## src/common/ssrx_pkg.sv

```systemverilog
// Package: register map, field positions and reset values for the serial port
package ssrx_pkg;

	// ---------------------------------------------------------------
	// Register offsets
	// ---------------------------------------------------------------
	localparam logic [7:0] ADDR_INTCTL = 8'h0b;
	localparam logic [7:0] ADDR_PFLAG = 8'h0c;
	localparam logic [7:0] ADDR_RXSTAT = 8'h18;
	localparam logic [7:0] ADDR_TXBUF = 8'h19;
	localparam logic [7:0] ADDR_RXFIFO = 8'h1a;
	localparam logic [7:0] ADDR_PEN = 8'h8c;
	localparam logic [7:0] ADDR_TXSTAT = 8'h98;
	localparam logic [7:0] ADDR_BAUD = 8'h99;

	// ---------------------------------------------------------------
	// Field positions
	// ---------------------------------------------------------------
	localparam int GIE_BIT = 7;
	localparam int PERIPHERAL_INTERRUPT_ENABLE_BIT = 6;
	localparam int RXF_BIT = 5;
	localparam int TXF_BIT = 4;
	localparam int SERIAL_PORT_ENABLE_BIT = 7;
	localparam int RX9_BIT = 6;
	localparam int SRE_BIT = 5;
	localparam int CRE_BIT = 4;
	localparam int FRAMING_ERROR_FLAG_BIT = 2;
	localparam int OVR_BIT = 1;
	localparam int R9D_BIT = 0;
	localparam int CLOCK_SOURCE_SELECT_BIT = 7;
	localparam int TX9_BIT = 6;
	localparam int TRANSMIT_ENABLE_BIT = 5;
	localparam int SYNC_BIT = 4;
	localparam int TRMT_BIT = 1;
	localparam int T9D_BIT = 0;

	// ---------------------------------------------------------------
	// Reset values and counts
	// ---------------------------------------------------------------
	localparam logic [7:0] RST_ZERO = 8'h00;
	localparam logic [7:0] RST_TXSTAT = 8'h02;
	localparam logic [3:0] BITS_8 = 4'h8;
	localparam logic [3:0] BITS_9 = 4'h9;

	typedef struct packed {
		logic [7:0] addr;
		logic [7:0] wdata;
		logic wr;
		logic rd;
	} ssrx_bus_t;

	typedef struct packed {
		logic ninth;
		logic [7:0] data;
	} ssrx_word_t;

	typedef enum logic [1:0] {
		ST_IDLE = 2'b00,
		ST_TX = 2'b01,
		ST_RX = 2'b11
	} ssrx_state_t;

endpackage : ssrx_pkg

```

## src/design/ssrx_top.sv

```systemverilog
// Synchronous serial port: master receive, slave transmit and receive
//
// Our own choice: the address-and-strobe port.
`timescale 1ns/1ps
module ssrx_top
	import ssrx_pkg::*;
(
	// Clock and reset
	input wire logic sys_clk,
	input wire logic sys_rst,
	// Register port
	input wire logic [7:0] reg_addr,
	input wire logic [7:0] reg_wdata,
	input wire logic reg_wr,
	input wire logic reg_rd,
	output logic [7:0] reg_rdata,
	// Processor state
	input wire logic cpu_sleep,
	output logic wake_req,
	output logic irq_req,
	// Shift clock line
	input wire logic shift_clock_line_in,
	output logic shift_clock_line_out,
	output logic shift_clock_line_oe_n,
	// Serial data line
	input wire logic serial_data_line_in,
	output logic serial_data_line_out,
	output logic serial_data_line_oe_n
);

	// ---------------------------------------------------------------
	// Registers
	// ---------------------------------------------------------------
	logic [7:0] intctl_ff, pen_ff, baud_ff, txbuf_ff;
	logic serial_port_enable_ff, rx9_ff, sre_ff, cre_ff, ovr_ff;
	logic clock_source_select_ff, tx9_ff, transmit_enable_ff, sync_ff, t9d_ff;
	logic txfull_ff, tsrfull_ff;
	logic [8:0] tsr_ff, rsr_ff;
	logic [3:0] bitcnt_ff;
	logic [7:0] brg_ff;
	logic sclk_ff;
	logic [1:0] ck_sync_ff, dt_sync_ff;
	logic ck_prev_ff;
	ssrx_word_t fifo_ff [2];
	logic [1:0] fcnt_ff;
	logic [7:0] rdata_ff;
	ssrx_state_t state_ff, nxt_state;

	ssrx_bus_t bus;
	assign bus = '{addr: reg_addr, wdata: reg_wdata, wr: reg_wr, rd: reg_rd};

	function automatic logic hit(input logic [7:0] a, input logic [7:0] off);
		return a == off;
	endfunction : hit

	// ---------------------------------------------------------------
	// Decode
	// ---------------------------------------------------------------
	wire wr_rxstat = bus.wr && hit(bus.addr, ADDR_RXSTAT);
	wire wr_txstat = bus.wr && hit(bus.addr, ADDR_TXSTAT);
	wire wr_txbuf = bus.wr && hit(bus.addr, ADDR_TXBUF);
	wire rd_fifo = bus.rd && hit(bus.addr, ADDR_RXFIFO);
	wire master = clock_source_select_ff;
	wire rx_active_en = cre_ff || (sre_ff && master);
	wire any_en = transmit_enable_ff || cre_ff || sre_ff;
	wire port_on = serial_port_enable_ff && sync_ff;
	wire fifo_empty = (fcnt_ff == 2'd0);
	wire fifo_full = (fcnt_ff == 2'd2);
	wire [3:0] nbits = rx9_ff ? BITS_9 : BITS_8;
	wire [3:0] tbits = tx9_ff ? BITS_9 : BITS_8;

	// Shift clock: own divider in master, synced pin in slave
	wire brg_tick = (brg_ff == 8'h00);
	wire ck_now = master ? sclk_ff : ck_sync_ff[1];
	wire ck_fall = ck_prev_ff && !ck_now;
	wire ck_rise = !ck_prev_ff && ck_now;

	// ---------------------------------------------------------------
	// Sequencer
	// ---------------------------------------------------------------
	wire rx_last = (state_ff == ST_RX) && ck_fall && (bitcnt_ff == nbits - 4'd1);
	// Word ends on the fall after its last bit, so a cut frame never completes
	wire tx_last = (state_ff == ST_TX) && ck_fall && (bitcnt_ff == tbits);
	wire push = rx_last && !fifo_full && !ovr_ff;
	wire ovr_set = rx_last && fifo_full;
	wire tsr_load = txfull_ff && (!tsrfull_ff || tx_last);

	always_comb
	begin
		nxt_state = state_ff;
		unique case (state_ff)
			ST_IDLE: if (port_on && rx_active_en) nxt_state = ST_RX;
				else if (port_on && transmit_enable_ff && tsrfull_ff) nxt_state = ST_TX;
			ST_TX: if (!port_on || rx_active_en || !transmit_enable_ff) nxt_state = ST_IDLE;
				else if (tx_last && !txfull_ff) nxt_state = ST_IDLE;
			ST_RX: if (!port_on || !rx_active_en) nxt_state = ST_IDLE;
				else if (rx_last && !cre_ff) nxt_state = ST_IDLE;
		endcase
	end

	// ---------------------------------------------------------------
	// Pin synchronisers and baud generator
	// ---------------------------------------------------------------
	always_ff @(posedge sys_clk)
	begin
		if (sys_rst)
		begin
			ck_sync_ff <= 2'b00;
			dt_sync_ff <= 2'b00;
			ck_prev_ff <= 1'b0;
		end
		else
		begin
			ck_sync_ff <= {ck_sync_ff[0], shift_clock_line_in};
			dt_sync_ff <= {dt_sync_ff[0], serial_data_line_in};
			ck_prev_ff <= ck_now;
		end
	end

	always_ff @(posedge sys_clk)
	begin
		if (sys_rst || !any_en || !master)
		begin
			brg_ff <= RST_ZERO;
			sclk_ff <= 1'b0;
		end
		else if (brg_tick)
		begin
			brg_ff <= baud_ff;
			sclk_ff <= !sclk_ff;
		end
		else
			brg_ff <= brg_ff - 8'h01;
	end

	// ---------------------------------------------------------------
	// Shift registers
	// ---------------------------------------------------------------
	always_ff @(posedge sys_clk)
	begin
		if (sys_rst)
		begin
			state_ff <= ST_IDLE;
			bitcnt_ff <= 4'h0;
			rsr_ff <= 9'h000;
			tsr_ff <= 9'h000;
		end
		else
		begin
			state_ff <= nxt_state;
			if (nxt_state != state_ff)
				bitcnt_ff <= 4'h0;
			else if (state_ff == ST_RX && ck_fall)
			begin
				rsr_ff <= {dt_sync_ff[1], rsr_ff[8:1]};
				bitcnt_ff <= rx_last ? 4'h0 : bitcnt_ff + 4'h1;
			end
			else if (tx_last)
				bitcnt_ff <= 4'h0;
			else if (state_ff == ST_TX && ck_rise)
				bitcnt_ff <= bitcnt_ff + 4'h1;
			if (tsr_load)
				tsr_ff <= {t9d_ff, txbuf_ff};
			else if (state_ff == ST_TX && ck_rise && bitcnt_ff != 4'h0)
				tsr_ff <= {1'b0, tsr_ff[8:1]};
		end
	end

	// Word as it lands: 8-bit mode has the byte in the top
	wire [8:0] rx_word = rx9_ff ? {dt_sync_ff[1], rsr_ff[8:1]} : {1'b0, dt_sync_ff[1], rsr_ff[8:2]};

	// ---------------------------------------------------------------
	// Receive FIFO
	// ---------------------------------------------------------------
	always_ff @(posedge sys_clk)
	begin
		if (sys_rst)
		begin
			fcnt_ff <= 2'd0;
			fifo_ff[0] <= '0;
			fifo_ff[1] <= '0;
		end
		else
		begin
			if (rd_fifo && !fifo_empty)
				fifo_ff[0] <= fifo_ff[1];
			// A push during a pop lands one slot lower
			if (push)
				fifo_ff[(rd_fifo && !fifo_empty) ? fcnt_ff[0] ^ 1'b1 : fcnt_ff[0]] <=
					'{ninth: rx_word[8], data: rx_word[7:0]};
			fcnt_ff <= fcnt_ff + {1'b0, push} - {1'b0, rd_fifo && !fifo_empty};
		end
	end

	// ---------------------------------------------------------------
	// Control registers
	// ---------------------------------------------------------------
	always_ff @(posedge sys_clk)
	begin
		if (sys_rst)
		begin
			{serial_port_enable_ff, rx9_ff, sre_ff, cre_ff, ovr_ff} <= 5'h00;
			{clock_source_select_ff, tx9_ff, transmit_enable_ff, sync_ff, t9d_ff} <= 5'h00;
			{intctl_ff, pen_ff, baud_ff, txbuf_ff} <= {4{RST_ZERO}};
			{txfull_ff, tsrfull_ff} <= 2'b00;
		end
		else
		begin
			if (wr_rxstat)
				{serial_port_enable_ff, rx9_ff, cre_ff} <= {bus.wdata[SERIAL_PORT_ENABLE_BIT], bus.wdata[RX9_BIT],
					bus.wdata[CRE_BIT]};
			if (wr_rxstat)
				sre_ff <= bus.wdata[SRE_BIT];
			else if (rx_last && master && !cre_ff)
				sre_ff <= 1'b0;
			if (ovr_set)
				ovr_ff <= 1'b1;
			else if (!cre_ff)
				ovr_ff <= 1'b0;
			if (wr_txstat)
				{clock_source_select_ff, tx9_ff, transmit_enable_ff, sync_ff, t9d_ff} <= {bus.wdata[CLOCK_SOURCE_SELECT_BIT],
					bus.wdata[TX9_BIT], bus.wdata[TRANSMIT_ENABLE_BIT], bus.wdata[SYNC_BIT],
					bus.wdata[T9D_BIT]};
			if (bus.wr && hit(bus.addr, ADDR_INTCTL))
				intctl_ff <= bus.wdata;
			if (bus.wr && hit(bus.addr, ADDR_PEN))
				pen_ff <= bus.wdata;
			if (bus.wr && hit(bus.addr, ADDR_BAUD))
				baud_ff <= bus.wdata;
			if (wr_txbuf)
				txbuf_ff <= bus.wdata;
			txfull_ff <= wr_txbuf || (txfull_ff && !tsr_load);
			if (!transmit_enable_ff)
				tsrfull_ff <= 1'b0;
			else
				tsrfull_ff <= tsr_load || (tsrfull_ff && !tx_last);
		end
	end

	// ---------------------------------------------------------------
	// Flags, interrupt and read path
	// ---------------------------------------------------------------
	wire rx_flag = !fifo_empty;
	wire tx_flag = !txfull_ff;
	wire [7:0] pflag = {2'b00, rx_flag, tx_flag, 4'h0};
	wire ev = (rx_flag && pen_ff[RXF_BIT]) || (tx_flag && pen_ff[TXF_BIT]);

	logic [7:0] rdata_next;
	always_comb
	begin
		unique case (bus.addr)
			ADDR_INTCTL: rdata_next = intctl_ff;
			ADDR_PFLAG: rdata_next = pflag;
			ADDR_RXSTAT: rdata_next = {serial_port_enable_ff, rx9_ff, sre_ff, cre_ff, 2'b00, ovr_ff,
				fifo_ff[0].ninth};
			ADDR_TXBUF: rdata_next = txbuf_ff;
			ADDR_RXFIFO: rdata_next = fifo_ff[0].data;
			ADDR_PEN: rdata_next = pen_ff;
			ADDR_TXSTAT: rdata_next = {clock_source_select_ff, tx9_ff, transmit_enable_ff, sync_ff, 2'b00,
				!tsrfull_ff, t9d_ff};
			ADDR_BAUD: rdata_next = baud_ff;
			default: rdata_next = RST_ZERO;
		endcase
	end

	always_ff @(posedge sys_clk)
	begin
		if (sys_rst)
			rdata_ff <= RST_ZERO;
		else
			rdata_ff <= bus.rd ? rdata_next : RST_ZERO;
	end

	assign reg_rdata = rdata_ff;
	assign wake_req = cpu_sleep && ev;
	assign irq_req = ev && intctl_ff[GIE_BIT] && intctl_ff[PERIPHERAL_INTERRUPT_ENABLE_BIT];

	// ---------------------------------------------------------------
	// Pins: half duplex, clock only driven in master
	// ---------------------------------------------------------------
	assign shift_clock_line_out = sclk_ff;
	assign shift_clock_line_oe_n = !(port_on && master && any_en);
	assign serial_data_line_out = tsr_ff[0];
	assign serial_data_line_oe_n = !(state_ff == ST_TX);
endmodule : ssrx_top

```

## config.mk

```make
export PLATFORM = sky130hd
export DESIGN_NAME = ssrx_top
export DESIGN_NICKNAME = d
export VERILOG_FILES = /design/src/common/ssrx_pkg.sv /design/src/design/ssrx_top.sv
export SDC_FILE = /design/constraint.sdc
export NUM_CORES = 1
export LEC_CHECK = 0
export BUFFER_PORTS_ARGS = -buffer_cell sky130_fd_sc_hd__buf_2
export CAP_MARGIN = 20
export CORE_MARGIN = 3
export CORE_UTILIZATION = 45
export CTS_CLUSTER_DIAMETER = 120
export DETAILED_ROUTE_END_ITERATION = 8
export SYNTH_ARGS = -nofsm -noshare
export SYNTH_HDL_FRONTEND = slang
export SYNTH_SLANG_ARGS = --single-unit
```

## constraint.sdc

```tcl
create_clock -name sys_clk -period 3.3 [get_ports sys_clk]
set_clock_uncertainty 0.1 [all_clocks]
set_input_delay 0.33 -clock sys_clk [delete_from_list [all_inputs] [get_ports sys_clk]]
set_output_delay 0.33 -clock sys_clk [all_outputs]
set_load 0.01 [all_outputs]
```

# Word level (Yosys, flattened, before mapping)

Memories as Yosys holds them, arrays and structs flattened.
Cells that the tools add are included.

Register bits: 92
Memory bits (writable): 18
Bits of input ports: 23
Output and inout bits: 14
Memories kept: 1

Memories:

| memory  | depth | width | rd ports | clocked after Yosys merged registers in | write ports | RTL line       | text |
|---|---|---|---|---|---|---|---|
| fifo_ff | 2     | 9     | 2        | 0                                       | 2           | ssrx_top.sv:44 | `ssrx_word_t fifo_ff [2];` |

Add/subtract/negate cells: 5
Eq/ne operators: 15
Muxes and demuxes: 36
Bitwise logic cells: 5
Reductions and logical operators: 80

Operators by type and width:

| kind                                                                   | number |
|---|---|
| 8-bit one-hot mux with 8 select lines                                  | 1 |
| 9-bit 2-to-1 mux                                                       | 5 |
| 1-bit logical AND                                                      | 38 |
| 8-bit by 5-bit equality test with 1-bit output (second input constant) | 3 |
| 8-bit equality test (second input constant)                            | 3 |
| 1-bit zero test                                                        | 18 |
| 1-bit 2-to-1 mux                                                       | 18 |
| 8-bit by 4-bit equality test with 1-bit output (second input constant) | 2 |
| 4-bit 2-to-1 mux                                                       | 4 |
| 1-bit logical OR                                                       | 12 |
| 2-bit 2-to-1 mux                                                       | 6 |
| 9-bit OR reduction                                                     | 1 |
| 4-bit equality test                                                    | 2 |
| 8-bit zero test                                                        | 1 |
| 8-bit 2-to-1 mux                                                       | 1 |
| 8-bit by 1-bit subtractor with 8-bit output (second input constant)    | 1 |
| 2-bit one-hot mux with 3 select lines                                  | 1 |
| 2-bit OR reduction                                                     | 3 |
| 4-bit by 1-bit adder with 4-bit output (second input constant)         | 1 |
| 2-bit equality test (second input constant)                            | 2 |
| 2-bit zero test                                                        | 2 |
| 1-bit NOT                                                              | 4 |
| 2-bit nonzero test                                                     | 2 |
| 4-bit nonzero test                                                     | 1 |
| 9 further kinds                                                        | 9 |

# Longest topological paths before layout

Gate-level depths: netlist of run 1.

Word-level depth: 12
Gate-level depth with buffers: 12
Gate-level depth less buffers: 10

# Worst setup path before layout of run 1

OpenSTA, ideal clock, no wires.

Path type: reg2reg
From: reg bitcnt_ff[3]
To: reg fcnt_ff[1]
Arrival time: 2287 ps
Data required time: 3072 ps
Path slack: 785 ps
Cell stages (with the launch flop): 11
Cell sequence: dfxtp_1 > or3b_1 > o32a_1 > nor3_1 > o21ai_0 > ha_1 > inv_1 > ha_1 > xnor2_1 > xnor2_1 > nor2_1

Cells in the longest elaborated chain, start to end: 6

RTL lines:

| what                                        | RTL line        | text |
|---|---|---|
| from (decl)                                 | ssrx_top.sv:39  | `logic [3:0] bitcnt_ff;` |
| from (signal assigned)                      | ssrx_top.sv:156 | `bitcnt_ff <= rx_last ? 4'h0 : bitcnt_ff + 4'h1;` |
| from (signal assigned)                      | ssrx_top.sv:161 | `bitcnt_ff <= bitcnt_ff + 4'h1;` |
| 4-bit equality test                         | ssrx_top.sv:81  | `wire rx_last = (state_ff == ST_RX) && ck_fall && (bitcnt_ff == nbits - 4'd1);` |
| 1-bit logical AND                           | ssrx_top.sv:81  |  |
| 1-bit logical AND (2 in a row)              | ssrx_top.sv:84  | `wire push = rx_last && !fifo_full && !ovr_ff;` |
| 2-bit by 1-bit adder with 2-bit output      | ssrx_top.sv:191 | `fcnt_ff <= fcnt_ff + {1'b0, push} - {1'b0, rd_fifo && !fifo_empty};` |
| 2-bit by 1-bit subtractor with 2-bit output | ssrx_top.sv:191 |  |
| to (signal assigned)                        | ssrx_top.sv:191 |  |
| to (decl)                                   | ssrx_top.sv:45  | `logic [1:0] fcnt_ff;` |

Every way passes these cells.
A chain may end at the register's enable or synchronous reset.

# Worst setup path in the final report of run 1

Ends and elaborated chain as after synthesis.

==> metrics.log, run 1 <==
[metrics] top-area cell type share of the netlist area: 0.3624
[metrics] clock latency of the later-clocked register in the worst-skew pair: ~370 ps
[metrics] fin. max-slew vios: 0
[metrics] Worst Path Required: 3450 ps
[metrics] Final setup viols: 0
[metrics] routed via count divided by cell count: ~5.7
[metrics] internal power: ~1.7 mW
[metrics] part of the total power dissipated in the clock network: 0.350
[metrics] routed length per placed instance: approximately 17 um
[metrics] area of combinational cells with multiple inputs: 2472 um^2
[metrics] Num CTS Buffers: 9
[metrics] count of hold buffers inserted by post-cts repair: 0
[metrics] number of max-cap violations: 0
[metrics] post-synthesis sequential area ratio: 0.4699
[metrics] detailed-routing iteration count for the pre-antenna-repair pass: 5
[metrics] initial antenna violation count: 0
[metrics] clock tree from TritonCTS: built
[metrics] antenna diode count: 0
[metrics] worst-case clock buffer depth: 2
[metrics] critical path peak fanout: 5
[metrics] leak pwr: slightly below 2 nW
[metrics] sort of element at the start of the critical path: register
[metrics] net switching share of the total power: 0.2331
[metrics] largest net degree at the start of global routing: 43
[metrics] vias in the first global route: 3955
[metrics] status: complete, no violations
[metrics] most frequent cells in the layout: sky130_fd_sc_hd__dfxtp_1 (91), sky130_fd_sc_hd__nor2_1 (66), sky130_fd_sc_hd__mux2i_1 (53)
[metrics] Synth Flop Type: sky130_fd_sc_hd__dfxtp_1
[metrics] most common cell after layout, fill and taps aside: sky130_fd_sc_hd__dfxtp_1
[metrics] DIE WIDTH: about 110 um
[metrics] Mapped Nets: around 560
[metrics] critical path start-end classification: register to register
[metrics] Pwr Density: a little over 400 nW/um^2
[metrics] Synth Cell Area: a little over 5000 um^2
[metrics] Post-Syn Instances: between 500 and 600
[metrics] Buffers on Ports: 36
[metrics] setup TNS: 0 ps
[metrics] area of the core region: approximately 11000 um^2
[metrics] Worst Path Arrival: just under 3000 ps
[metrics] proportion of power drawn by flip-flops and latches: 0.611
[metrics] Max rail drop VDD: 0.3476 mV
[metrics] fill count: a little over 1000
[metrics] Vert. Die Dim: roughly 110 um
[metrics] final cycle utilization of the critical path: 0.8531
[metrics] switching power summed over all nets: 0.5210 mW
[metrics] number of enable flip-flop cells after synthesis: 18
[metrics] combined global-route utilization of all metal layers: 0.1983
[metrics] Period minus WS final: roughly 2800 ps
[metrics] leading area contributor after synthesis: sky130_fd_sc_hd__dfxtp_1
[metrics] CP Capture Type: register
[metrics] top achievable clock speed: 355.2 MHz
[metrics] number of vias in the routed layout: 3960
[metrics] Hold Vio Cnt, Final: 0
[metrics] slew at the pin with the worst max-slew slack: ~830 ps
[metrics] Combinational Power Share: 0.039
[metrics] DRC errors left: 0
[metrics] Iter 0 DRT Violations: ~260
[metrics] main area contributors after synthesis: sky130_fd_sc_hd__dfxtp_1 (36%), sky130_fd_sc_hd__edfxtp_1 (11%), sky130_fd_sc_hd__mux2i_1 (11%), sky130_fd_sc_hd__nor2_1 (4.9%), sky130_fd_sc_hd__nand2_1 (3.9%)
[metrics] Post-DP Area: 5309 um^2
[metrics] path class of the lowest-slack min-delay path: input pin to register
[metrics] cts repair resizes: 0
[metrics] post-CTS setup repair buffer count: 0
[metrics] wire length of the first global-routing pass: 20.02 mm
[metrics] number of ports placed on the die boundary: 37
[metrics] mean cell area of the mapped netlist: 9.468 um^2
[metrics] flops & latches, synth: around 110
[metrics] worst hold slack: 66.63 ps
[metrics] depth of the CTS H-tree: 3
[metrics] growth of design area from synthesis to finish: 9.482%
[metrics] final core occ: 0.5192
[metrics] RSZ-0062 raised after global routing: no
[metrics] total clock sinks: 109
[metrics] clock root cell: sky130_fd_sc_hd__clkbuf_8
[metrics] final routed wirelength across all metal layers: about 12 mm
[metrics] placed cell count: 681
[metrics] fraction of layout instances using a drive strength above 1: 0.1301
[metrics] Routed Antenna Nets: 0
[metrics] area occupied by registers: 2362 um^2
[metrics] share of flip-flops with an asynchronous set or reset after synthesis: 0
[metrics] Row Count: 37
[metrics] initial cell density of the core: 0.4742
[metrics] Layout Nets: ~600
[metrics] Relative slew margins: 0.4469
[metrics] clock-pin slew on the worst setup and hold paths: 100 ps
[metrics] residual overflow from global routing: 0
[metrics] number of distinct library cell variants in the gate-level netlist after synthesis: 65
[metrics] design area: between 5000 and 6000 um^2
[metrics] filler-free cell count of the finished design: between 600 and 700
[metrics] die footprint: between 10000 and 15000 um^2
[metrics] total of warnings raised by yosys: 0
[metrics] post-detail-place hpwl: 8.768 mm
[metrics] routability cong.: between 0.8 and 0.9
-- Yosys cell counts, drive strengths merged (2+ instances only) --
cell type,number
nor4,5
a2111oi,2
or2,3
nor2,66
inv,15
a22o,2
clkbuf,18
xor2,4
mux2,3
a21o,2
buf,13
nor4b,2
nor3b,8
and4,2
ha,5
dfxtp,91
edfxtp,18
xnor2,6
a31oi,5
nand3b,3
nand3,16
a22oi,9
o21ai,8
and3,5
nand2,52
a21oi,34
o2bb2ai,9
mux2i,53
nand2b,4
a211oi,13
nor2b,7
and2,2
or3b,3
or4,2
mux4,2
nand4,4
or3,6
a211o,3
nor3,8
-- power groups by stage --
| stage | logic (mW) | clock network [mW] | registers (mW) |
|---|---|---|---|
| global placement | 0.0839 | 0 | 1.40 |
| CTS | 0.0859 | 0.807 | 1.37 |
| finish | 0.0862 | 0.783 | 1.37 |
| floorplan | 0.0504 | 0 | 1.39 |
| detailed placement | 0.0855 | 0 | 1.40 |
| global route | 0.0934 | 0.857 | 1.37 |
-- per-stage QoR --
step	worst slack, ps	power (mW)
floorplan	785.2	1.445
global placement	602.8	1.480
detailed placement	491.5	1.482
CTS	494.4	2.259
global route	230.6	2.318
finish	484.8	2.235
-- cell type report --
type | instances | area share
repair buffers | 45 | 0.04501
clock buffers | 11 | 0.02773
inverters | 15 | 0.01023
multi-input cells | 376 | 0.4492
well taps | 136 | 0.03092
clock inverters | 5 | 0.007729
flip-flops and latches | 109 | 0.4292
-- final timing paths --
check                            from            end  slack, ps  cells after the start
setup / recovery         bitcnt_ff[3]     fcnt_ff[1]        480                     10
hold / removal    serial_data_line_in  dt_sync_ff[0]         70                      2
setup reg to reg         bitcnt_ff[3]     fcnt_ff[1]        480                     10
hold reg to reg         ck_sync_ff[0]  ck_sync_ff[1]        350                      1
-- flip-flops by register name (all words and copies together) (netlist names), 4 cells and up --
register	flops
reg_rdata	8
fifo_ff	18
baud_ff	8
pen_ff	8
intctl_ff	8
brg_ff	8
tsr_ff	9
rsr_ff	8
txbuf_ff	8
bitcnt_ff	4
-- critical path, stage by stage, from the launching register on --
cell	delay, ps
sky130_fd_sc_hd__dfxtp_1	410
sky130_fd_sc_hd__or3b_1	430
sky130_fd_sc_hd__o32a_1	230
sky130_fd_sc_hd__nor3_1	480
sky130_fd_sc_hd__o21ai_0	180
sky130_fd_sc_hd__ha_1	310
sky130_fd_sc_hd__inv_1	40
sky130_fd_sc_hd__ha_1	180
sky130_fd_sc_hd__xnor2_1	160
sky130_fd_sc_hd__xnor2_1	130
sky130_fd_sc_hd__nor2_1	50
-- kinds of logic (layout without fill, tap and decap cells) --
group / Yosys count / after routing / share of synthesized area
buf+inv: 46 / 76 / 0.03957
mux: 58 / 58 / 0.1227
compound gates: 101 / 101 / 0.1376
fa+ha+maj: 5 / 5 / 0.01244
flops: 109 / 109 / 0.4699
xor+xnor: 10 / 10 / 0.01742
simple gates: 202 / 202 / 0.2004
-- layer usage --
| layer | vias up | routed length, um | part of all wire | track usage |
|---|---|---|---|---|
| met5 | - | 0 | 0 | 0 |
| met4 | 0 | 248 | 0.021 | 0.06569 |
| met3 | 16 | 473 | 0.039 | 0.03804 |
| met2 | 75 | 5501 | 0.46 | 0.3125 |
| met1 | 1909 | 5804 | 0.48 | 0.2745 |
| li1 | 1960 | - | - | - |
Power figures use the tool's default switching activity.
==> run 2, diff against run 1 <==
CORE_UTILIZATION = 32   (was 45)
==> run 2 against run 1 <==
Net effect:
- first-iteration DRC count increased by 38%
- largest cell class unchanged
- fmax increased by 9.2%
- utilization decreased by 15 points
- global-route usage decreased by 5.2 points
- via count increased by 2.0%
- sequential power about the same
- clock power increased by 37%
- clock-buffer cell count decreased by 2
- flip-flop and latch count unchanged
==> metrics.log, run 2 (same netlist as run 1, synthesis figures left out) <==
[metrics] status: complete, no violations
[metrics] register name with the most flops: fifo_ff
[metrics] initial antenna violation count: 0 (unchanged)
[metrics] total clock sinks: 109 (unchanged)
[metrics] Vert. Die Dim: 131.3 um (+18%)
[metrics] Buffers on Ports: 36 (unchanged)
[metrics] max FFs per register: 18 (unchanged)
[metrics] leak pwr: 2.036 nW (+2.3%)
[metrics] critical path peak fanout: 5 (unchanged)
[metrics] fin. max-slew vios: 0 (unchanged)
[metrics] routed via count divided by cell count: 5.226 (-8.0%)
[metrics] clock-pin slew on the worst setup and hold paths: 70 ps (-30 ps)
[metrics] wire length of the first global-routing pass: 20.62 mm (+3.0%)
[metrics] combined global-route utilization of all metal layers: 0.1466 (-0.05172)
[metrics] endpoint of the worst hold-timing path: ck_sync_ff[0]
[metrics] number of max-cap violations: 0 (unchanged)
[metrics] residual overflow from global routing: 0 (unchanged)
[metrics] worst-case clock buffer depth: 2 (unchanged)
[metrics] Bufs and invs on worst path: 2 (+1)
[metrics] crit path cell chain: or3b_1 -> o32a_1 -> nor3_1 -> buf_4 -> o21ai_0 -> ha_1 -> inv_1 -> ha_1 -> xnor2_1 -> xnor2_1 -> nor2_1
[metrics] worst hold slack: 88.43 ps (+21.80 ps)
[metrics] clock root cell: sky130_fd_sc_hd__clkbuf_16
[metrics] growth of design area from synthesis to finish: 13.41%
[metrics] Hold Vio Cnt, Final: 0 (unchanged)
[metrics] Num CTS Buffers: 9 (unchanged)
[metrics] most frequent cells in the layout: sky130_fd_sc_hd__dfxtp_1 (91), sky130_fd_sc_hd__nor2_1 (66), sky130_fd_sc_hd__mux2i_1 (53)
[metrics] Final setup viols: 0 (unchanged)
[metrics] Pwr Density: 443.0 nW/um^2 (+9.1%)
[metrics] depth of the CTS H-tree: 3 (unchanged)
[metrics] Row Count: 45 (+22%)
[metrics] Worst Path Required: 3410 ps (-40 ps)
[metrics] post-route total power: 2.526 mW (+13%)
[metrics] Reg-to-Reg End: fcnt_ff[1]
[metrics] Routed Antenna Nets: 0 (unchanged)
[metrics] critical path start-end classification: register to register
[metrics] cts repair resizes: 0 (unchanged)
[metrics] number of vias in the routed layout: 4040 (+2.0%)
[metrics] antenna diode count: 0 (unchanged)
[metrics] gate family responsible for the most delay along the worst path: simple AND/OR/NAND/NOR gates
[metrics] die footprint: 17250 um^2 (+38%)
[metrics] DIE WIDTH: 131.3 um (+18%)
[metrics] CP Capture Type: register
[metrics] Relative slew margins: 0.4412 (-0.005639)
[metrics] fraction of layout instances using a drive strength above 1: 0.1299 (-0.0002315)
[metrics] DRC errors left: 0 (unchanged)
[metrics] number of ports placed on the die boundary: 37 (unchanged)
[metrics] final cycle utilization of the critical path: 0.7812 (-0.07190)
[metrics] sort of element at the start of the critical path: register
[metrics] count of hold buffers inserted by post-cts repair: 0 (unchanged)
[metrics] slew at the pin with the worst max-slew slack: 836.6 ps (+8.444 ps)
[metrics] Worst Path Arrival: 2690 ps (-270 ps)
[metrics] initial cell density of the core: 0.3283 (-0.1459)
[metrics] clock latency of the later-clocked register in the worst-skew pair: 350 ps (-20 ps)
[metrics] registers with the highest flip-flop counts: fifo_ff x18, tsr_ff x9
[metrics] Max rail drop VDD: 0.2078 mV (-40%)
[metrics] min-delay src: shift_clock_line_in
[metrics] area of the core region: 15310 um^2 (+44%)
[metrics] detailed-routing iteration count for the pre-antenna-repair pass: 5 (unchanged)
[metrics] Layout Nets: 585 (+0.17%)
[metrics] Iter 0 DRT Violations: 358 (+38%)
[metrics] most common cell after layout, fill and taps aside: sky130_fd_sc_hd__dfxtp_1
[metrics] post-CTS setup repair buffer count: 0 (unchanged)
[metrics] routed length per placed instance: 16.19 um (-6.2%)
[metrics] Period minus WS final: 2578 ps (-237.3 ps)
[metrics] final routed wirelength across all metal layers: 12.51 mm (+4.0%)
[metrics] setup TNS: 0 ps (unchanged)
[metrics] largest net degree at the start of global routing: 66 (+53%)
[metrics] worst-case register-to-register setup slack: 720 ps (+240 ps)
[metrics] cell with the largest stage delay on the worst path: sky130_fd_sc_hd__or3b_1
[metrics] RSZ-0062 raised after global routing: no
[metrics] routability cong.: 0.8724 (+0.83%)
[metrics] path class of the lowest-slack min-delay path: input pin to register
[metrics] fill count: 1551 (+52%)
[metrics] vias in the first global route: 3957 (+0.051%)
[metrics] clock tree from TritonCTS: built
[metrics] hold path depth: 2 (unchanged)
[metrics] post-detail-place hpwl: 9.166 mm (+4.5%)
[metrics] FF-to-FF path depth: 11 (+1)
[metrics] start of the worst register-to-register path: bitcnt_ff[3]
[metrics] top achievable clock speed: 387.9 MHz (+9.2%)
[metrics] worst stage delay on the critical path: 430 ps (-50 ps)
run 2: cell count changes in the layout (fill, tap and decap cells not counted), moves of 2 or more:
cell	previous run	this run
sky130_fd_sc_hd__clkinv_1	0	2
sky130_fd_sc_hd__clkbuf_8	9	0
sky130_fd_sc_hd__clkinv_4	3	1
sky130_fd_sc_hd__clkbuf_16	1	9
run 2: power breakdown:
part | switching, mW | internal [mW]
logic | 0.0602 | 0.0250
clock network | 0.491 | 0.584
registers | 0.00518 | 1.36
total | 0.556 | 1.97
run 2: worst reg2reg max path: stages, from the launching register on:
cell and delay, ps:
sky130_fd_sc_hd__dfxtp_1 400, sky130_fd_sc_hd__or3b_1 430, sky130_fd_sc_hd__o32a_1 230, sky130_fd_sc_hd__nor3_1 190, sky130_fd_sc_hd__buf_4 160, sky130_fd_sc_hd__o21ai_0 80, sky130_fd_sc_hd__ha_1 280, sky130_fd_sc_hd__inv_1 40
sky130_fd_sc_hd__ha_1 180, sky130_fd_sc_hd__xnor2_1 160, sky130_fd_sc_hd__xnor2_1 140, sky130_fd_sc_hd__nor2_1 50
run 2: cell type report:
type,instances,area (um^2),share of cell area
Clock buffer,9,225.2,0.03950
Clock inverter,7,66.31,0.01163
Inverter,15,56.30,0.009875
Multi-Input combinational cell,376,2472,0.4336
Sequential cell,109,2362,0.4143
Tap cell,211,264.0,0.04630
Timing Repair Buffer,46,255.2,0.04477
run 2: through the flow:
step,worst slack (ps),area [um^2],instances,utilization
after floorplan,785.2,5027,531,-
after global placement,772.7,5410,757,0.3533
after detailed placement,698.4,5410,757,0.3533
after CTS,723.0,5702,773,0.3723
after global routing,530.9,5702,773,0.3723
final,722.1,5702,773,0.3723
run 2: per-layer routing:
layer / wire length [um] / up-vias / GRT usage
met2: 5855 / 99 / 0.2368
met5: 0 / - / 0
li1: - / 1965 / -
met4: 316 / 0 / 0.05776
met1: 5908 / 1952 / 0.1977
met3: 433 / 24 / 0.02259
run 2: worst max-delay path by stage:
stage / from / slack [ps] / depth (start not counted) / endpoint
6_report: bitcnt_ff[3] / 720 / 11 / fcnt_ff[1]
4_1_cts: bitcnt_ff[3] / 720 / 11 / fcnt_ff[1]
3_5_place_dp: reg_addr[2] / 700 / 12 / fcnt_ff[1]
2_1_floorplan: bitcnt_ff[3] / 790 / 10 / fcnt_ff[1]
3_3_place_gp: bitcnt_ff[3] / 770 / 11 / fcnt_ff[1]
5_1_grt: clock_source_select_ff / 530 / 11 / fcnt_ff[1]
==> run 3, diff against run 2 <==
ABC_AREA = 1   (was unset)
clock period = 2.7 ns   (was 3.3 ns; I/O delays follow)
==> run 3 against run 2 <==
Net effect:
- wire length grew 4.0%
- flip-flop and latch count is the same
- utilization increased by 0.36 points
- die area about the same
- synthesized area about the same
- final area increased by 0.59%
- power rose by 21%
- largest cell class is now registers
- highest routed layer unchanged
==> metrics.log, run 3 <==
[metrics] Vert. Die Dim: 131.3 um (about the same)
[metrics] Buffers on Ports: 36 (unchanged)
[metrics] Routed Antenna Nets: 0 (unchanged)
[metrics] worst-case clock buffer depth: 2 (unchanged)
[metrics] leak pwr: 2.225 nW (+9.3%)
[metrics] main area contributors after synthesis: sky130_fd_sc_hd__dfxtp_1 (36%), sky130_fd_sc_hd__edfxtp_1 (11%), sky130_fd_sc_hd__nand2_1 (10%), sky130_fd_sc_hd__inv_1 (6.2%), sky130_fd_sc_hd__a21oi_1 (5.9%)
[metrics] most common cell after layout, fill and taps aside: sky130_fd_sc_hd__nand2_1
[metrics] fill count: 1616 (+4.2%)
[metrics] sort of element at the start of the critical path: register
[metrics] worst hold slack: 23.75 ps (-64.68 ps)
[metrics] most frequent cells in the layout: sky130_fd_sc_hd__nand2_1 (136), sky130_fd_sc_hd__dfxtp_1 (91), sky130_fd_sc_hd__inv_1 (83)
[metrics] top-area cell type share of the netlist area: 0.3625 (about the same)
[metrics] critical path start-end classification: register to register
[metrics] Worst Path Required: 2610 ps (-800 ps)
[metrics] placed cell count: 913 (+21%)
[metrics] area of the core region: 15260 um^2 (-0.37%)
[metrics] number of ports placed on the die boundary: 37 (unchanged)
[metrics] Post-DP Area: 5454 um^2 (+0.81%)
[metrics] total of warnings raised by yosys: 0 (unchanged)
[metrics] initial cell density of the core: 0.3294 (+0.001129)
[metrics] post-route total power: 3.066 mW (+21%)
[metrics] design area: 5736 um^2 (+0.59%)
[metrics] fin. max-slew vios: 0 (unchanged)
[metrics] final cycle utilization of the critical path: 0.7886 (+0.007392)
[metrics] final routed wirelength across all metal layers: 13.02 mm (+4.0%)
[metrics] CP Capture Type: register
[metrics] setup slack of the critical path after layout: 570.9 ps (-151.3 ps)
[metrics] Post-Place Setup Slack: 550.0 ps (-148.4 ps)
[metrics] Synth Flop Type: sky130_fd_sc_hd__dfxtp_1
[metrics] filler-free cell count of the finished design: 929 (+20%)
[metrics] Bufs and invs on worst path: 2 (unchanged)
[metrics] Period minus WS final: 2129 ps (-448.7 ps)
[metrics] Worst Path Arrival: 2040 ps (-650 ps)
[metrics] cell with the largest stage delay on the worst path: sky130_fd_sc_hd__dfxtp_1
[metrics] Final setup viols: 0 (unchanged)
[metrics] post-detail-place hpwl: 9.721 mm (+6.1%)
[metrics] count of hold buffers inserted by post-cts repair: 0 (unchanged)
[metrics] Reg-to-Reg End: fifo_ff[0][1]
[metrics] clock latency of the later-clocked register in the worst-skew pair: 360 ps (about the same)
[metrics] Iter 0 DRT Violations: 208 (-42%)
[metrics] gate family responsible for the most delay along the worst path: simple AND/OR/NAND/NOR gates
[metrics] Synth top cells by count: sky130_fd_sc_hd__nand2_1 (136), sky130_fd_sc_hd__dfxtp_1 (91), sky130_fd_sc_hd__inv_1 (83), sky130_fd_sc_hd__nor2_1 (68), sky130_fd_sc_hd__a21oi_1 (59)
[metrics] Pwr Density: 534.5 nW/um^2 (+21%)
[metrics] logic depth of the worst setup path including buffers: 10 (-1)
[metrics] status: complete, no violations
[metrics] detailed-routing iteration count for the pre-antenna-repair pass: 5 (unchanged)
[metrics] vias in the first global route: 4125 (+4.2%)
[metrics] total clock sinks: 109 (unchanged)
[metrics] fraction of layout instances using a drive strength above 1: 0.1072 (-0.02265)
[metrics] largest net degree at the start of global routing: 29 (-56%)
[metrics] leading area contributor after synthesis: sky130_fd_sc_hd__dfxtp_1
[metrics] post-synthesis sequential area ratio: 0.4700 (about the same)
[metrics] FF-to-FF path depth: 10 (-1)
[metrics] top achievable clock speed: 469.7 MHz (+21%)
[metrics] depth of the CTS H-tree: 3 (unchanged)
[metrics] routed via count divided by cell count: 4.758 (-9.0%)
[metrics] routed length per placed instance: 14.01 um (-13%)
[metrics] hold path depth: 3 (+1)
[metrics] number of enable flip-flop cells after synthesis: 18 (unchanged)
[metrics] growth of design area from synthesis to finish: 14.12%
[metrics] slew at the pin with the worst max-slew slack: 525.4 ps (-311.3 ps)
[metrics] worst-case register-to-register setup slack: 570 ps (-150 ps)
[metrics] cts repair resizes: 0 (unchanged)
[metrics] registers with the highest flip-flop counts: fifo_ff x18, tsr_ff x9
[metrics] DIE WIDTH: 131.3 um (about the same)
[metrics] combined global-route utilization of all metal layers: 0.1555 (+0.008921)
[metrics] number of distinct library cell variants in the gate-level netlist after synthesis: 38 (-42%)
[metrics] Crit. Startpoint: clock_source_select_ff
[metrics] Synth Cell Area: 5026 um^2 (about the same)
[metrics] DRC errors left: 0 (unchanged)
[metrics] residual overflow from global routing: 0 (unchanged)
[metrics] number of vias in the routed layout: 4420 (+9.4%)
[metrics] mean cell area of the mapped netlist: 7.424 um^2 (-22%)
[metrics] Num CTS Buffers: 9 (unchanged)
[metrics] worst setup path endpoint: fifo_ff[0][1]
[metrics] die footprint: 17250 um^2 (about the same)
[metrics] max FFs per register: 18 (unchanged)
[metrics] area occupied by registers: 2362 um^2 (unchanged)
[metrics] antenna diode count: 0 (unchanged)
[metrics] path class of the lowest-slack min-delay path: input pin to register
[metrics] Hold Vio Cnt, Final: 0 (unchanged)
[metrics] wire length of the first global-routing pass: 21.59 mm (+4.7%)
[metrics] Relative slew margins: 0.6484 (+0.2072)
[metrics] setup TNS: 0 ps (unchanged)
[metrics] flops & latches, synth: 109 (unchanged)
[metrics] Row Count: 45 (unchanged)
[metrics] start of the worst register-to-register path: clock_source_select_ff
[metrics] worst stage delay on the critical path: 440 ps (about the same)
[metrics] routability cong.: 0.8193 (-6.1%)
[metrics] Mapped Nets: 705 (+26%)
[metrics] crit path cell chain: inv_2 -> nand2_1 -> nand3_1 -> nor2_1 -> nand2_1 -> inv_1 -> nand2_2 -> nor2_2 -> nand2_4 -> nand3_1
[metrics] area of combinational cells with multiple inputs: 2237 um^2 (-9.5%)
[metrics] Post-Syn Instances: 677 (+27%)
[metrics] initial antenna violation count: 0 (unchanged)
[metrics] Max rail drop VDD: 0.3428 mV (+65%)
[metrics] share of flip-flops with an asynchronous set or reset after synthesis: 0 (unchanged)
[metrics] RSZ-0062 raised after global routing: no
[metrics] post-CTS setup repair buffer count: 0 (unchanged)
[metrics] most used standard cell by instance count after synthesis: sky130_fd_sc_hd__nand2_1
[metrics] clock tree from TritonCTS: built
[metrics] critical path peak fanout: 10 (+5)
[metrics] register name with the most flops: fifo_ff
[metrics] clock-pin slew on the worst setup and hold paths: 70 ps (about the same)
[metrics] number of max-cap violations: 0 (unchanged)
[metrics] final core occ: 0.3759 (+0.003588)
[metrics] Layout Nets: 741 (+27%)
[metrics] clock root cell: sky130_fd_sc_hd__clkbuf_16
## run 3: changes by cell type in the layout (fill, tap and decap cells not counted), sizes merged, moves of 17 or more
| cell | before | now |
|---|---|---|
| nand4 | 4 | 21 |
| o21ai | 8 | 56 |
| nand2 | 52 | 141 |
| a21oi | 34 | 59 |
| nand3 | 16 | 48 |
| inv | 15 | 85 |
| mux2i | 53 | 0 |
## run 3: logic make-up (layout without fill, tap and decap cells)
| group | Yosys count | in the layout | share of synthesized area |
|---|---|---|---|
| xor+xnor | 7 | 7 | 0.01220 |
| compound gates | 138 | 138 | 0.1466 |
| simple gates | 309 | 309 | 0.2738 |
| flops | 109 | 109 | 0.4700 |
| fa+ha+maj | 5 | 5 | 0.01245 |
| buf+inv | 109 | 150 | 0.08489 |
## run 3: worst reg2reg max path, delay by kind of cell (launching register included)
family                 cells  cell delay (ps)
flip-flops                 1              440
AND/OR/NAND/NOR            8             1090
buffers and inverters      2              160
## run 3: report_power, final
part           total (mW)  leakage (nW)  switching [mW]  internal (mW)
clock                1.30         0.141           0.595          0.705
combinational       0.101          1.16          0.0726         0.0282
sequential           1.66         0.923         0.00466           1.66
## run 3: worst min path at each step
| stage | start | end | slack [ps] |
|---|---|---|---|
| after floorplan | shift_clock_line_in | ck_sync_ff[0] | 280 |
| after global placement | dt_sync_ff[0] | dt_sync_ff[1] | 290 |
| after detailed placement | dt_sync_ff[0] | dt_sync_ff[1] | 300 |
| after CTS | serial_data_line_in | dt_sync_ff[0] | 10 |
| after global routing | serial_data_line_in | dt_sync_ff[0] | 40 |
| final | serial_data_line_in | dt_sync_ff[0] | 20 |
## run 3: metal layers
layer  wire, um  track usage  vias up
met3        598      0.03292       14
met2       5910       0.2460       93
met1       6297       0.2120     2001
met4        212      0.05251        0
met5          0            0        -
li1           -            -     2312
## run 3: layout make-up
cell class | count | area share
Timing Repair Buffer | 47 | 0.04581
Sequential cell | 109 | 0.4119
Tap cell | 211 | 0.04603
Inverter | 87 | 0.05716
Multi-Input combinational cell | 459 | 0.3901
Clock inverter | 7 | 0.009817
Clock buffer | 9 | 0.03927
